## config.mk

```make
export PLATFORM = sky130hd
export DESIGN_NAME = sbm_top
export DESIGN_NICKNAME = d
export VERILOG_FILES = /design/src/rtl/sbm_pkg.sv /design/src/rtl/sbm_sync.sv /design/src/rtl/sbm_clkgen.sv /design/src/rtl/sbm_top.sv
export SDC_FILE = /design/constraint.sdc
export NUM_CORES = 1
export LEC_CHECK = 0
export ABC_AREA = 1
export BUFFER_PORTS_ARGS = -buffer_cell sky130_fd_sc_hd__buf_2
export CORE_ASPECT_RATIO = 0.8
export CORE_MARGIN = 8
export CORE_UTILIZATION = 57
export CTS_BUF_LIST = sky130_fd_sc_hd__clkbuf_16
export DETAILED_ROUTE_END_ITERATION = 7
export PLACE_DENSITY = 0.87
export SLEW_MARGIN = 20
export SYNTH_ARGS = -nofsm -noshare
export SYNTH_HDL_FRONTEND = slang
export SYNTH_SLANG_ARGS = --single-unit
```

## constraint.sdc

```tcl
create_clock -name core_clk -period 4.23 [get_ports core_clk]
set_input_delay 0.6345 -clock core_clk [delete_from_list [all_inputs] [get_ports core_clk]]
set_output_delay 0.6345 -clock core_clk [all_outputs]
set_load 0.005 [all_outputs]
```

## src/rtl/sbm_pkg.sv

```systemverilog
package sbm_pkg;

    // ------------------------------------------------------------
    // Register map
    // ------------------------------------------------------------
    localparam logic [11:0] DATA_IDX  = 12'h060;
    localparam logic [11:0] CTRL_IDX  = 12'h061;
    localparam logic [11:0] DATA_ADDR = 12'(DATA_IDX * 4);
    localparam logic [11:0] CTRL_ADDR = 12'(CTRL_IDX * 4);
    localparam logic [7:0]  RST_BYTE  = 8'h00;
    localparam logic [1:0]  RESP_OKAY = 2'h0;
    localparam logic [1:0]  RESP_SLVE = 2'h2;

    // Control register fields
    localparam int CTRL_DONE_BIT = 7;
    localparam int CTRL_FULL_BIT = 6;
    localparam int CTRL_ROLE_LSB = 4;
    localparam int CTRL_POL_BIT  = 3;
    localparam int CTRL_PHA_BIT  = 2;
    localparam int CTRL_RATE_LSB = 0;

    // Role field codes
    localparam logic [1:0] ROLE_OFF    = 2'h0;
    localparam logic [1:0] ROLE_MASTER = 2'h1;
    localparam logic [1:0] ROLE_SLAVE  = 2'h2;

    localparam logic [2:0] BIT_LAST = 3'h7;
    localparam logic [3:0] PULSES   = 4'h8;

    // ------------------------------------------------------------
    // Timing
    // ------------------------------------------------------------
    localparam int CLK_MHZ   = 125;
    localparam int PER0_NS   = 500;
    localparam int PER1_NS   = 1000;
    localparam int PER2_NS   = 2000;
    localparam int PER3_NS   = 16000;
    localparam int BIT0_CYC  = (PER0_NS * CLK_MHZ + 999) / 1000;
    localparam int BIT1_CYC  = (PER1_NS * CLK_MHZ + 999) / 1000;
    localparam int BIT2_CYC  = (PER2_NS * CLK_MHZ + 999) / 1000;
    localparam int BIT3_CYC  = (PER3_NS * CLK_MHZ + 999) / 1000;
    // Fastest rate holds the clock active for a third of the bit
    localparam int ACT0_CYC  = BIT0_CYC / 3;
    localparam int ACT1_CYC  = BIT1_CYC / 2;
    localparam int ACT2_CYC  = BIT2_CYC / 2;
    localparam int ACT3_CYC  = BIT3_CYC / 2;

endpackage

```

## src/rtl/sbm_sync.sv

```systemverilog
`timescale 1ns/1ps
// ------------------------------------------------------------
// Two-stage synchroniser for pin inputs
// ------------------------------------------------------------
module sbm_sync #(
    parameter int WIDTH = 1
) (
    // Clock and reset
    input  wire logic             core_clk,
    input  wire logic             sys_rst,
    // Data
    input  wire logic [WIDTH-1:0] async_in,
    output logic      [WIDTH-1:0] sync_out
);

    logic [WIDTH-1:0] meta_q;

    // First stage is read by the second stage only
    always_ff @(posedge core_clk) begin
        if (sys_rst) begin
            meta_q   <= '0;
            sync_out <= '0;
        end else begin
            meta_q   <= async_in;
            sync_out <= meta_q;
        end
    end

endmodule

```

## src/rtl/sbm_clkgen.sv

```systemverilog
`timescale 1ns/1ps
// ------------------------------------------------------------
// Master serial clock timing: idle phase then active phase
// ------------------------------------------------------------
module sbm_clkgen import sbm_pkg::*; (
    // Clock and reset
    input  wire logic       core_clk,
    input  wire logic       sys_rst,
    // Control
    input  wire logic       run,
    input  wire logic [1:0] rate_sel,
    // Timing events
    output logic            lead_tick,
    output logic            trail_tick,
    output logic            act_q
);

    logic [15:0] cnt_q;
    logic [15:0] idle_len;
    logic [15:0] act_len;

    // Phase lengths per rate code
    always_comb begin
        case (rate_sel)
            2'h0: begin
                act_len = 16'(ACT0_CYC);
                idle_len = 16'(BIT0_CYC - ACT0_CYC);
            end
            2'h1: begin
                act_len = 16'(ACT1_CYC);
                idle_len = 16'(BIT1_CYC - ACT1_CYC);
            end
            2'h2: begin
                act_len = 16'(ACT2_CYC);
                idle_len = 16'(BIT2_CYC - ACT2_CYC);
            end
            default: begin
                act_len = 16'(ACT3_CYC);
                idle_len = 16'(BIT3_CYC - ACT3_CYC);
            end
        endcase
    end

    assign lead_tick  = run && !act_q && (cnt_q == idle_len - 16'h0001);
    assign trail_tick = run && act_q && (cnt_q == act_len - 16'h0001);

    // Counter restarts whenever the engine stops
    always_ff @(posedge core_clk) begin
        if (sys_rst || !run) begin
            cnt_q <= 16'h0000;
            act_q <= 1'b0;
        end else if (lead_tick || trail_tick) begin
            cnt_q <= 16'h0000;
            act_q <= lead_tick;
        end else begin
            cnt_q <= cnt_q + 16'h0001;
        end
    end

endmodule

```

## src/rtl/sbm_top.sv

```systemverilog
// Design decision made here: the AXI4-Lite register port.
`timescale 1ns/1ps
// ------------------------------------------------------------
// Byte-serial SPI engine with AXI4-Lite registers
// ------------------------------------------------------------
module sbm_top import sbm_pkg::*; #(
    parameter int ADDR_W = 12
) (
    // Clock and reset
    input  wire logic              core_clk,
    input  wire logic              sys_rst,
    // AXI4-Lite write
    input  wire logic [ADDR_W-1:0] s_axi_awaddr,
    input  wire logic              s_axi_awvalid,
    output logic                   s_axi_awready,
    input  wire logic [31:0]       s_axi_wdata,
    input  wire logic [3:0]        s_axi_wstrb,
    input  wire logic              s_axi_wvalid,
    output logic                   s_axi_wready,
    output logic [1:0]             s_axi_bresp,
    output logic                   s_axi_bvalid,
    input  wire logic              s_axi_bready,
    // AXI4-Lite read
    input  wire logic [ADDR_W-1:0] s_axi_araddr,
    input  wire logic              s_axi_arvalid,
    output logic                   s_axi_arready,
    output logic [31:0]            s_axi_rdata,
    output logic [1:0]             s_axi_rresp,
    output logic                   s_axi_rvalid,
    input  wire logic              s_axi_rready,
    // Serial pins
    input  wire logic              sck_i,
    output logic                   sck_o,
    output logic                   sck_oe,
    input  wire logic              mosi_i,
    output logic                   mosi_o,
    output logic                   mosi_oe,
    input  wire logic              miso_i,
    output logic                   miso_o,
    output logic                   miso_oe,
    input  wire logic              ss_n_i,
    // Interrupt request
    output logic                   spi_irq
);

    // ------------------------------------------------------------
    // Register state
    // ------------------------------------------------------------
    logic [7:0]  tx_q;
    logic [7:0]  rx_q;
    logic        transmit_buffer_full_flag_q;
    logic        transfer_complete_flag_q;
    logic [1:0]  role_q;
    logic        clock_polarity_select_q;
    logic        clock_phase_select_q;
    logic [1:0]  rate_sel_q;

    logic              aw_full_q;
    logic              w_full_q;
    logic [ADDR_W-1:0] aw_addr_q;
    logic [7:0]        w_byte_q;
    logic              w_lane0_q;

    logic [7:0]  sr_q;
    logic [2:0]  bit_cnt_q;
    logic        busy_q;
    logic        samp_q;
    logic        sck_prev_q;
    logic        ss_prev_q;
    logic [3:0]  lead_cnt_q;

    logic [3:0]  pin_s;
    logic        sck_s;
    logic        mosi_s;
    logic        miso_s;
    logic        ss_n_s;
    logic        cg_lead;
    logic        cg_trail;
    logic        cg_act;

    // ------------------------------------------------------------
    // Pin synchronisers and clock timing
    // ------------------------------------------------------------
    sbm_sync #(
        .WIDTH    (4)
    ) u_sync (
        .core_clk (core_clk),
        .sys_rst  (sys_rst),
        .async_in ({sck_i, mosi_i, miso_i, ss_n_i}),
        .sync_out (pin_s)
    );

    assign sck_s  = pin_s[3];
    assign mosi_s = pin_s[2];
    assign miso_s = pin_s[1];
    assign ss_n_s = pin_s[0];

    logic is_master;
    logic is_slave;
    assign is_master = (role_q == ROLE_MASTER);
    assign is_slave  = (role_q == ROLE_SLAVE);

    sbm_clkgen u_clkgen (
        .core_clk   (core_clk),
        .sys_rst    (sys_rst),
        .run        (is_master && busy_q),
        .rate_sel   (rate_sel_q),
        .lead_tick  (cg_lead),
        .trail_tick (cg_trail),
        .act_q      (cg_act)
    );

    // ------------------------------------------------------------
    // Register bus
    // ------------------------------------------------------------
    logic wr_fire;
    logic data_wr;
    logic ctrl_wr;
    logic [7:0] ctrl_rd;
    assign wr_fire = aw_full_q && w_full_q && !s_axi_bvalid;
    assign data_wr = wr_fire && w_lane0_q && (aw_addr_q[11:2] == DATA_ADDR[11:2]);
    assign ctrl_wr = wr_fire && w_lane0_q && (aw_addr_q[11:2] == CTRL_ADDR[11:2]);
    assign ctrl_rd = {transfer_complete_flag_q, transmit_buffer_full_flag_q, role_q,
                      clock_polarity_select_q, clock_phase_select_q, rate_sel_q};

    // Address and data are taken independently, in either order
    always_ff @(posedge core_clk) begin
        if (sys_rst) begin
            aw_full_q     <= 1'b0;
            w_full_q      <= 1'b0;
            aw_addr_q     <= '0;
            w_byte_q      <= RST_BYTE;
            w_lane0_q     <= 1'b0;
            s_axi_awready <= 1'b1;
            s_axi_wready  <= 1'b1;
            s_axi_bvalid  <= 1'b0;
            s_axi_bresp   <= RESP_OKAY;
        end else begin
            if (s_axi_awvalid && s_axi_awready) begin
                aw_addr_q     <= s_axi_awaddr;
                aw_full_q     <= 1'b1;
                s_axi_awready <= 1'b0;
            end
            if (s_axi_wvalid && s_axi_wready) begin
                w_byte_q     <= s_axi_wdata[7:0];
                w_lane0_q    <= s_axi_wstrb[0];
                w_full_q     <= 1'b1;
                s_axi_wready <= 1'b0;
            end
            if (wr_fire) begin
                aw_full_q    <= 1'b0;
                w_full_q     <= 1'b0;
                s_axi_bvalid <= 1'b1;
                s_axi_bresp  <= (aw_addr_q[11:2] == DATA_ADDR[11:2] ||
                                 aw_addr_q[11:2] == CTRL_ADDR[11:2]) ? RESP_OKAY : RESP_SLVE;
            end
            if (s_axi_bvalid && s_axi_bready) begin
                s_axi_bvalid  <= 1'b0;
                s_axi_awready <= 1'b1;
                s_axi_wready  <= 1'b1;
            end
        end
    end

    // Read answer one cycle after the address is taken
    always_ff @(posedge core_clk) begin
        if (sys_rst) begin
            s_axi_arready <= 1'b1;
            s_axi_rvalid  <= 1'b0;
            s_axi_rdata   <= 32'h0000_0000;
            s_axi_rresp   <= RESP_OKAY;
        end else if (s_axi_arvalid && s_axi_arready) begin
            s_axi_arready <= 1'b0;
            s_axi_rvalid  <= 1'b1;
            if (s_axi_araddr[11:2] == DATA_ADDR[11:2]) begin
                s_axi_rdata <= {24'h00_0000, rx_q};
                s_axi_rresp <= RESP_OKAY;
            end else if (s_axi_araddr[11:2] == CTRL_ADDR[11:2]) begin
                s_axi_rdata <= {24'h00_0000, ctrl_rd};
                s_axi_rresp <= RESP_OKAY;
            end else begin
                s_axi_rdata <= 32'h0000_0000;
                s_axi_rresp <= RESP_SLVE;
            end
        end else if (s_axi_rvalid && s_axi_rready) begin
            s_axi_rvalid  <= 1'b0;
            s_axi_arready <= 1'b1;
        end
    end

    // Control fields; the full flag is hardware-owned and ignores writes
    always_ff @(posedge core_clk) begin
        if (sys_rst) begin
            role_q                  <= ROLE_OFF;
            clock_polarity_select_q <= 1'b0;
            clock_phase_select_q    <= 1'b0;
            rate_sel_q              <= 2'h0;
        end else if (ctrl_wr) begin
            role_q                  <= w_byte_q[CTRL_ROLE_LSB +: 2];
            clock_polarity_select_q <= w_byte_q[CTRL_POL_BIT];
            clock_phase_select_q    <= w_byte_q[CTRL_PHA_BIT];
            rate_sel_q              <= w_byte_q[CTRL_RATE_LSB +: 2];
        end
    end

    // ------------------------------------------------------------
    // Serial events
    // ------------------------------------------------------------
    logic s_sel;
    logic s_lead;
    logic lead;
    logic trail;
    logic in_bit;
    logic done_ev;
    logic ss_fall;
    logic load_ev;
    logic abort;
    logic sck_chg;

    assign sck_chg = sck_s != sck_prev_q;
    assign s_sel   = is_slave && !ss_n_s;
    assign s_lead  = s_sel && sck_chg && (sck_s != clock_polarity_select_q);
    assign lead    = (is_master && busy_q && cg_lead) || s_lead;
    assign trail   = (is_master && busy_q && cg_trail) ||
                     (s_sel && sck_chg && (sck_s == clock_polarity_select_q));
    assign in_bit  = is_master ? miso_s : mosi_s;
    assign done_ev = trail && busy_q && (bit_cnt_q == BIT_LAST);
    assign ss_fall = is_slave && ss_prev_q && !ss_n_s;
    // Idle master loads at once, busy one waits for the byte end
    assign load_ev = ss_fall || (transmit_buffer_full_flag_q &&
                     (is_master ? (!busy_q || done_ev) :
                      (s_sel && ((!busy_q && !lead) || done_ev))));
    assign abort   = busy_q && (!(is_master || is_slave) || (is_slave && ss_n_s));

    always_ff @(posedge core_clk) begin
        if (sys_rst) begin
            sck_prev_q <= 1'b0;
            ss_prev_q  <= 1'b1;
        end else begin
            sck_prev_q <= sck_s;
            ss_prev_q  <= ss_n_s;
        end
    end

    // ------------------------------------------------------------
    // Transmit buffer
    // ------------------------------------------------------------
    // A write in the same cycle as the copy wins, so no byte is lost
    always_ff @(posedge core_clk) begin
        if (sys_rst) begin
            tx_q                        <= RST_BYTE;
            transmit_buffer_full_flag_q <= 1'b0;
        end else begin
            if (load_ev) begin
                transmit_buffer_full_flag_q <= 1'b0;
            end
            if (data_wr) begin
                tx_q                        <= w_byte_q;
                transmit_buffer_full_flag_q <= 1'b1;
            end
        end
    end

    // ------------------------------------------------------------
    // Shift engine
    // ------------------------------------------------------------
    // Phase 0 samples on lead and shifts on trail; phase 1 swaps them
    always_ff @(posedge core_clk) begin
        if (sys_rst) begin
            sr_q      <= RST_BYTE;
            bit_cnt_q <= 3'h0;
            busy_q    <= 1'b0;
            samp_q    <= 1'b0;
        end else if (abort) begin
            busy_q    <= 1'b0; // Role neither master nor slave, or slave select lost: byte dropped
            bit_cnt_q <= 3'h0;
        end else begin
            if (clock_phase_select_q ? trail : lead) begin
                samp_q <= in_bit;
            end
            if (clock_phase_select_q ? (lead && bit_cnt_q != 3'h0) : trail) begin
                sr_q <= {sr_q[6:0], samp_q};
            end
            if (trail) begin
                bit_cnt_q <= done_ev ? 3'h0 : bit_cnt_q + 3'h1;
            end
            if (load_ev) begin
                sr_q <= tx_q;
            end
            if (done_ev && !(is_master && load_ev)) begin
                busy_q <= 1'b0;
            end else if ((is_master && load_ev) || s_lead) begin
                busy_q <= 1'b1;
            end
        end
    end

    // ------------------------------------------------------------
    // Receive buffer and completion
    // ------------------------------------------------------------
    // Clear by writing 0 to the flag bit; a same-cycle completion wins
    always_ff @(posedge core_clk) begin
        if (sys_rst) begin
            rx_q                     <= RST_BYTE;
            transfer_complete_flag_q <= 1'b0;
            spi_irq                  <= 1'b0;
        end else begin
            spi_irq <= done_ev;
            if (ctrl_wr && !w_byte_q[CTRL_DONE_BIT]) begin
                transfer_complete_flag_q <= 1'b0;
            end
            if (done_ev) begin
                rx_q <= {sr_q[6:0], clock_phase_select_q ? in_bit : samp_q};
                transfer_complete_flag_q <= 1'b1;
            end
        end
    end

    // ------------------------------------------------------------
    // Pin drivers
    // ------------------------------------------------------------
    // Slave select is left to firmware on a spare port pin
    always_ff @(posedge core_clk) begin
        if (sys_rst) begin
            sck_o   <= 1'b0;
            sck_oe  <= 1'b0;
            mosi_o  <= 1'b0;
            mosi_oe <= 1'b0;
            miso_o  <= 1'b0;
            miso_oe <= 1'b0;
        end else begin
            sck_o   <= clock_polarity_select_q ^ (busy_q && cg_act);
            sck_oe  <= is_master;
            mosi_o  <= sr_q[7];
            mosi_oe <= is_master;
            miso_o  <= sr_q[7];
            miso_oe <= s_sel;
        end
    end

    // Counts leading edges within one byte for checking
    always_ff @(posedge core_clk) begin
        if (sys_rst || !busy_q || done_ev) begin
            lead_cnt_q <= 4'h0;
        end else if (lead) begin
            lead_cnt_q <= lead_cnt_q + 4'h1;
        end
    end

    // ------------------------------------------------------------
    // Checks
    // ------------------------------------------------------------
    a_irq_with_flag:
    assert property (@(posedge core_clk) disable iff (sys_rst)
        spi_irq |-> transfer_complete_flag_q && $past(done_ev))
    else $error("Interrupt without complete flag");

    a_off_stays_idle:
    assert property (@(posedge core_clk) disable iff (sys_rst)
        (role_q == ROLE_OFF) ##1 (role_q == ROLE_OFF) |-> !busy_q && !spi_irq)
    else $error("Engine active with role off");

    a_sck_idle_level:
    assert property (@(posedge core_clk) disable iff (sys_rst)
        (!busy_q && $past(!busy_q) && is_master) |-> sck_o == $past(clock_polarity_select_q))
    else $error("Serial clock not at idle level");

    a_tbf_clear_load:
    assert property (@(posedge core_clk) disable iff (sys_rst)
        (load_ev && !data_wr) |=> !transmit_buffer_full_flag_q)
    else $error("Full flag stuck after copy");

    a_write_sets_tbf:
    assert property (@(posedge core_clk) disable iff (sys_rst)
        data_wr |=> transmit_buffer_full_flag_q && (tx_q == $past(w_byte_q)))
    else $error("Data write did not load transmit buffer");

    a_start_from_write:
    assert property (@(posedge core_clk) disable iff (sys_rst)
        (is_master && $rose(busy_q)) |-> $past(transmit_buffer_full_flag_q))
    else $error("Master started without a written byte");

    a_eight_pulses:
    assert property (@(posedge core_clk) disable iff (sys_rst)
        (done_ev && is_master) |-> lead_cnt_q == PULSES)
    else $error("Byte ended with wrong pulse count");

    a_done_moves_rx:
    assert property (@(posedge core_clk) disable iff (sys_rst)
        done_ev |=> (rx_q == {$past(sr_q[6:0]), $past(clock_phase_select_q) ?
                      $past(in_bit) : $past(samp_q)}) ##1 !spi_irq || done_ev)
    else $error("Receive buffer not updated at byte end");

endmodule

```

* Word level (Yosys, flattened, before mapping)
Index checks and enable logic that the tools add are counted.
W data, S select, Z words.
** Cells by class
- Mux-type cells :: 23
- Bitwise logic cells :: 2
- Add/subtract/negate cells :: 4
- Equality and inequality tests :: 14
- Reductions and logical operators :: 68
** Operator list (number)
- $pmux W10 S3 :: 2
- $eq A10 B7 Y1 const B :: 4
- $logic_and A1 B1 Y1 :: 35
- $eq A16 B16 Y1 :: 2
- $mux W8 :: 4
- $sub A10 B1 Y11 const B :: 2
- $add A16 B1 Y16 const B :: 1
- $mux W1 :: 13
- $logic_or A1 B1 Y1 :: 11
- $logic_not A1 Y1 :: 9
- $reduce_bool A2 Y1 :: 4
- $reduce_or A2 Y1 :: 4
- $mux W2 :: 3
- $eq A2 B1 Y1 const B :: 2
- $eq A2 B2 Y1 const B :: 2
- $reduce_and A2 Y1 :: 2
- $add A3 B1 Y3 const B :: 1
- $eq A3 B3 Y1 const B :: 1
- $mux W3 :: 1
- $reduce_bool A3 Y1 :: 1
- $reduce_or A3 Y1 :: 1
- $logic_not A2 Y1 :: 1
- $ne A1 B1 Y1 :: 2
- $eq A1 B1 Y1 :: 1
- other kinds (2) :: 2
** Word-level totals
- Output and inout port bits :: 48
- Flip-flop bits (word level) :: 133

* Depth between registers and ports, before layout
- Depth in word-level cells :: 18
- Depth in mapped cells :: 20
- Mapped depth without buffers :: 20

* Cells and area by module
A second synthesis with hierarchy kept.
** Unflattened totals
- Cells, all modules :: 633
- Area, all modules :: 4768.3 µm²
** Modules (own cells, without submodules)
- sbm_top :: seq. area each 1601.5 µm², cells an instance 442, area each 3450.8 µm², instances 1
- sbm_clkgen :: seq. area each 340.3 µm², cells an instance 166, area each 1086.0 µm², instances 1
- sbm_sync :: seq. area each 160.2 µm², cells an instance 25, area each 231.5 µm², instances 1

* Least setup slack after synthesis
OpenSTA, ideal clock, no wires.
- Path type :: flip-flop to flip-flop
- Start point :: register rate_sel_q[0]
- End point :: register sr_q[0]
- Cell stages (with the launch flop) :: 20
- Setup slack :: 2.162 ns
- Required time :: 4.115 ns
- Arrival :: 1.953 ns
- Path through :: dfxtp_1 > inv_1 > ha_1 > inv_1 > nand2_1 > nand2_1 > nand3_1 > nor2_2 > nand2_2 > nand2_4 > nand2_4 > nand2_2 > nand2_1 > nand2_1 > nand2_2 > buf_6 > nand3_1 > nand2_1 > nor2_1 > nor2_1
** Between the ends
- Longest elaborated chain between the ends :: 16
- Elaborated cells between the ends (all ways) :: 30
- Classes of those cells :: add/sub: 2; eq/ne: 4; mux: 5; reduce/logical: 19
** Ends and longest elaborated chain
- start: declaration :: RTL line sbm_top.sv:56 : logic [1:0] rate_sel_q;
- start signal: assignment :: RTL line sbm_top.sv:202 : rate_sel_q <= w_byte_q[CTRL_RATE_LSB +: 2];
- $eq A2 B2 Y1, or another cell as far along :: RTL line sbm_clkgen.sv:24 : case (rate_sel)
- $pmux W10 S3 :: RTL line sbm_clkgen.sv:24
- $sub A10 B1 Y11, on equally long branches :: RTL line sbm_clkgen.sv:44, sbm_clkgen.sv:45
- $eq A16 B16 Y1, on equally long branches :: RTL line sbm_clkgen.sv:44, sbm_clkgen.sv:45
- $logic_and A1 B1 Y1, on equally long branches :: RTL line sbm_clkgen.sv:44, sbm_clkgen.sv:45
- $logic_and A1 B1 Y1, on equally long branches :: RTL line sbm_top.sv:223, sbm_top.sv:224
- $logic_or A1 B1 Y1, on equally long branches :: RTL line sbm_top.sv:223, sbm_top.sv:224
- $logic_not A1 Y1 or $logic_and A1 B1 Y1 (tied branches) :: RTL line sbm_top.sv:232, sbm_top.sv:227
- $logic_and A1 B1 Y1, on equally long branches :: RTL line sbm_top.sv:232, sbm_top.sv:227
- $logic_or A1 B1 Y1 :: RTL line sbm_top.sv:232 : (s_sel && ((!busy_q && !lead) || done_ev))));
- $logic_and A1 B1 Y1 :: RTL line sbm_top.sv:232
- $mux W1 :: RTL line sbm_top.sv:231 : (is_master ? (!busy_q || done_ev) :
- $logic_and A1 B1 Y1 :: RTL line sbm_top.sv:230 : assign load_ev = ss_fall || (transmit_buffer_full_flag_q &&
- $logic_or A1 B1 Y1 :: RTL line sbm_top.sv:230
- $reduce_bool A2 Y1 (no source line)
- $reduce_and A2 Y1 (no source line)
- end signal: assignment :: RTL line sbm_top.sv:282 : sr_q <= {sr_q[6:0], samp_q};
- end signal: assignment :: RTL line sbm_top.sv:288 : sr_q <= tx_q;
- end: declaration :: RTL line sbm_top.sv:64 : logic [7:0] sr_q;
Several ways; a longest one is shown, not always the timed one.
A chain may end at the register's enable or synchronous reset.

* Final worst setup path
- Start point :: register rate_sel_q[0]
- End point :: register sr_q[2]
The elaborated chain is that of the path after synthesis.

==> impl_metrics.yaml <==
clock_tree:
  htree_levels: 3
  cts-buffers-inserted: 9
  cts_tree: "yes"
  cts_hold_buffers: 0
  clockBufferDepth: 2
  cts_resized: 0
  post-cts-setup-buffers: 0
  root_buffer: "clkbuf_16"
  clk_pin_slew_worst_paths_ps: 80
  numClockSinks: 105
  clk_latency_ps: 350
logic_synthesis:
  synthFlopType: "dfxtp_1"
  yosysWarnings: 0
  synth_edf_count: 0
  async_reset_ff_frac: 0
  synth_top_cells_by_area: "dfxtp_1 45%, nor2_1 9.0%, nand2_1 7.3%"
  post-synth-top-count-cell: "nor2_1"
  synth_common_cells: "113 x nor2_1, 105 x dfxtp_1, 92 x nand2_1"
  synth_top_area_frac: 0.447
  synth_cells: 633
  synth-seq-cells: 105
  synth.cell_area_mm2: 0.00470
  ys_seq_area_frac: 0.447
  synth.distinct_cells: 42
  synth_area_per_cell_um2: 7.43
  yosysTopAreaCell: "dfxtp_1"
global_routing:
  use_met1: 0.213
  grt_max_degree: 57
  grt_use_met3: 0.0528
  grt_pass1_vias: 3977
  use_met2: 0.295
  grt.total_usage: 0.179
  antenna_found_initial: 0
  busiest_layer: "met2"
  gr-total-overflow: 0
  grt_first_pass_wirelength_um: 17600
place:
  gp_congestion: 0.872
  io_buffers: 61
  dp.cells: 778
  place_hpwl_um: 7470
timing:
  fin_skew_ps: 9.66
  finalSetupTns_ps: 0
  worst_pin_slew_ps: 843
  rsz0062_at_grt: "no"
  setup_viol: 0
  fin_crit_ps: 2740
  timing.final.crit_share: 0.647
  hold_viol: 0
  fmax_mhz: 365
  slew_headroom: 0.434
  slew_violations: 0
floorplan:
  fp-row-count: 29
  fp.coreArea_mm2: 0.00798
  dieArea_mm2: 0.0114
  die_h_um: 97.2
  fp.dieW_um: 118
  start_util: 0.589
  io-pin-count: 119
routing:
  post_drt_wl_per_cell_um: 13.2
  drc: 0
  drt_iter0_markers: 310
  vias: 4143
  via_per_inst: 5.22
  ant_nets: 0
  first_pass_iters: 5
  wirelength_um: 10500
setup_path:
  worst_setup_path_start_kind: "register"
  end_kind: "register"
  r2r_slack_ps: 1490
  worst-path-max-fanout: 14
  arrival_ps: 3030
  critPathKind: "reg2reg"
  ff2ff_path_depth: 18
  r2r-start: "rate_sel_q[0]"
  r2r_end: "sr_q[2]"
  cp.required_ps: 4520
final_layout:
  final-instance-count-excl-fill: 794
  antennaDiodeCount: 0
  area_delta_synth_final_pct: 11.6
  drive_above_1_share: 0.138
  fill_cells: 686
  nets: 759
  ff_latch_area_mm2: 0.00210
  multiInputGateArea_mm2: 0.00210
hold_path:
  hp-class: "reg2reg"
  hold_depth: 2
  hp-start: "u_sync.meta_q[0]"
  holdPathEnd: "u_sync.sync_out[0]"
power_and_ir_drop:
  peakVddDrop_mv: 0.324
  p_leak_nw: 2.43
  powerDensity_mw_per_mm2: 385
run:
  cap_violations: 0
outcome:
  status: "complete, no violations"
[layout make-up]
| cell class | instances | area share |
|---|---|---|
| inverters | 76 | 0.0544 |
| flip-flops and latches | 105 | 0.401 |
| multi-input cells | 427 | 0.400 |
| well taps | 108 | 0.0258 |
| repair buffers | 62 | 0.0596 |
| clock buffers | 9 | 0.0429 |
| clock inverters | 7 | 0.0169 |
[cell usage in the layout, fill, tap and decap left out, types with 3 or more instances in the layout]
cell	synthesis	final
nor2_1	113	113
dfxtp_1	105	105
nand2_1	92	92
inv_1	72	72
buf_2	2	61
o21ai_0	50	50
a21oi_1	35	35
nand3_1	32	32
conb_1	1	26
o21bai_1	10	10
clkbuf_16	0	9
o211ai_1	8	8
nand4_1	7	7
ha_1	7	7
nor3_1	6	6
xnor2_1	5	5
a31oi_1	4	4
nor2_2	3	3
nand2_2	3	3
nand2_4	3	3
xor2_1	3	3
[through the flow]
| stage | instance area, µm² | setup slack [ps] | power, mW | hold slack, ps | util |
|---|---|---|---|---|---|
| global route | 5250 | 1250 | 2.09 | 441 | 0.657 |
| global placement | 4930 | 1680 | 1.17 | 395 | 0.618 |
| CTS | 5250 | 1550 | 2.02 | 413 | 0.657 |
| finish | 5250 | 1490 | 2.02 | 407 | 0.657 |
| floorplan | 4800 | 2160 | 1.15 | 388 | - |
| detailed placement | 4930 | 1590 | 1.18 | 401 | 0.618 |
[registers in the layout, summed over array words and instances (netlist names), 2 cells and up]
signal           flops
u_clkgen.cnt_q      16
role_q               2
tx_q                 8
rate_sel_q           2
bit_cnt_q            3
u_sync.meta_q        4
s_axi_rdata          8
rx_q                 8
sr_q                 8
u_sync.sync_out      4
w_byte_q             8
aw_addr_q           10
[where the power goes]
part	internal (mW)	switching, mW
combinational	0.0464	0.0735
sequential	1.02	0.0174
clock	0.430	0.430
[worst max-delay path by stage]
stage	start	to	slack, ps	depth (start not counted)
2_1_floorplan	rate_sel_q[0]	sr_q[0]	2160	19
3_3_place_gp	rate_sel_q[0]	sr_q[7]	1680	18
3_5_place_dp	rate_sel_q[0]	sr_q[3]	1590	18
4_1_cts	rate_sel_q[0]	sr_q[1]	1550	18
5_1_grt	rate_sel_q[0]	sr_q[5]	1250	18
6_report	rate_sel_q[0]	sr_q[2]	1490	18
[worst max-delay path: stages (launching register included)]
cell and delay, ps:
dfxtp_1 410, inv_1 130, ha_1 390, inv_1 70, nand2_1 60, nand2_1 50, nand3_1 90, nor2_2 50
nand2_2 90, nand2_4 70, nand2_4 160, nand2_2 80, nand2_1 60, nand2_1 60, nand2_2 230, nand2_4 160
nor2_2 330, nor2_1 110, nor2_1 90
[per-layer routing]
layer / part of all wire / routed length [µm]
met5: 0 / 0
met2: 0.47 / 4930
met4: 0.028 / 298
met1: 0.44 / 4590
met3: 0.066 / 697
[logic make-up after synthesis]
group                    after synthesis  synth area share
adder cells (fa/ha/maj)                7            0.0186
buffers and inverters                126             0.127
XOR/XNOR                               8            0.0149
flip-flops                           105             0.447
AND/OR/NAND/NOR                      268             0.249
other                                  1          0.000797
AO/OA/AOI/OAI                        118             0.143
Note: power is estimated with default switching activity, not from simulation.
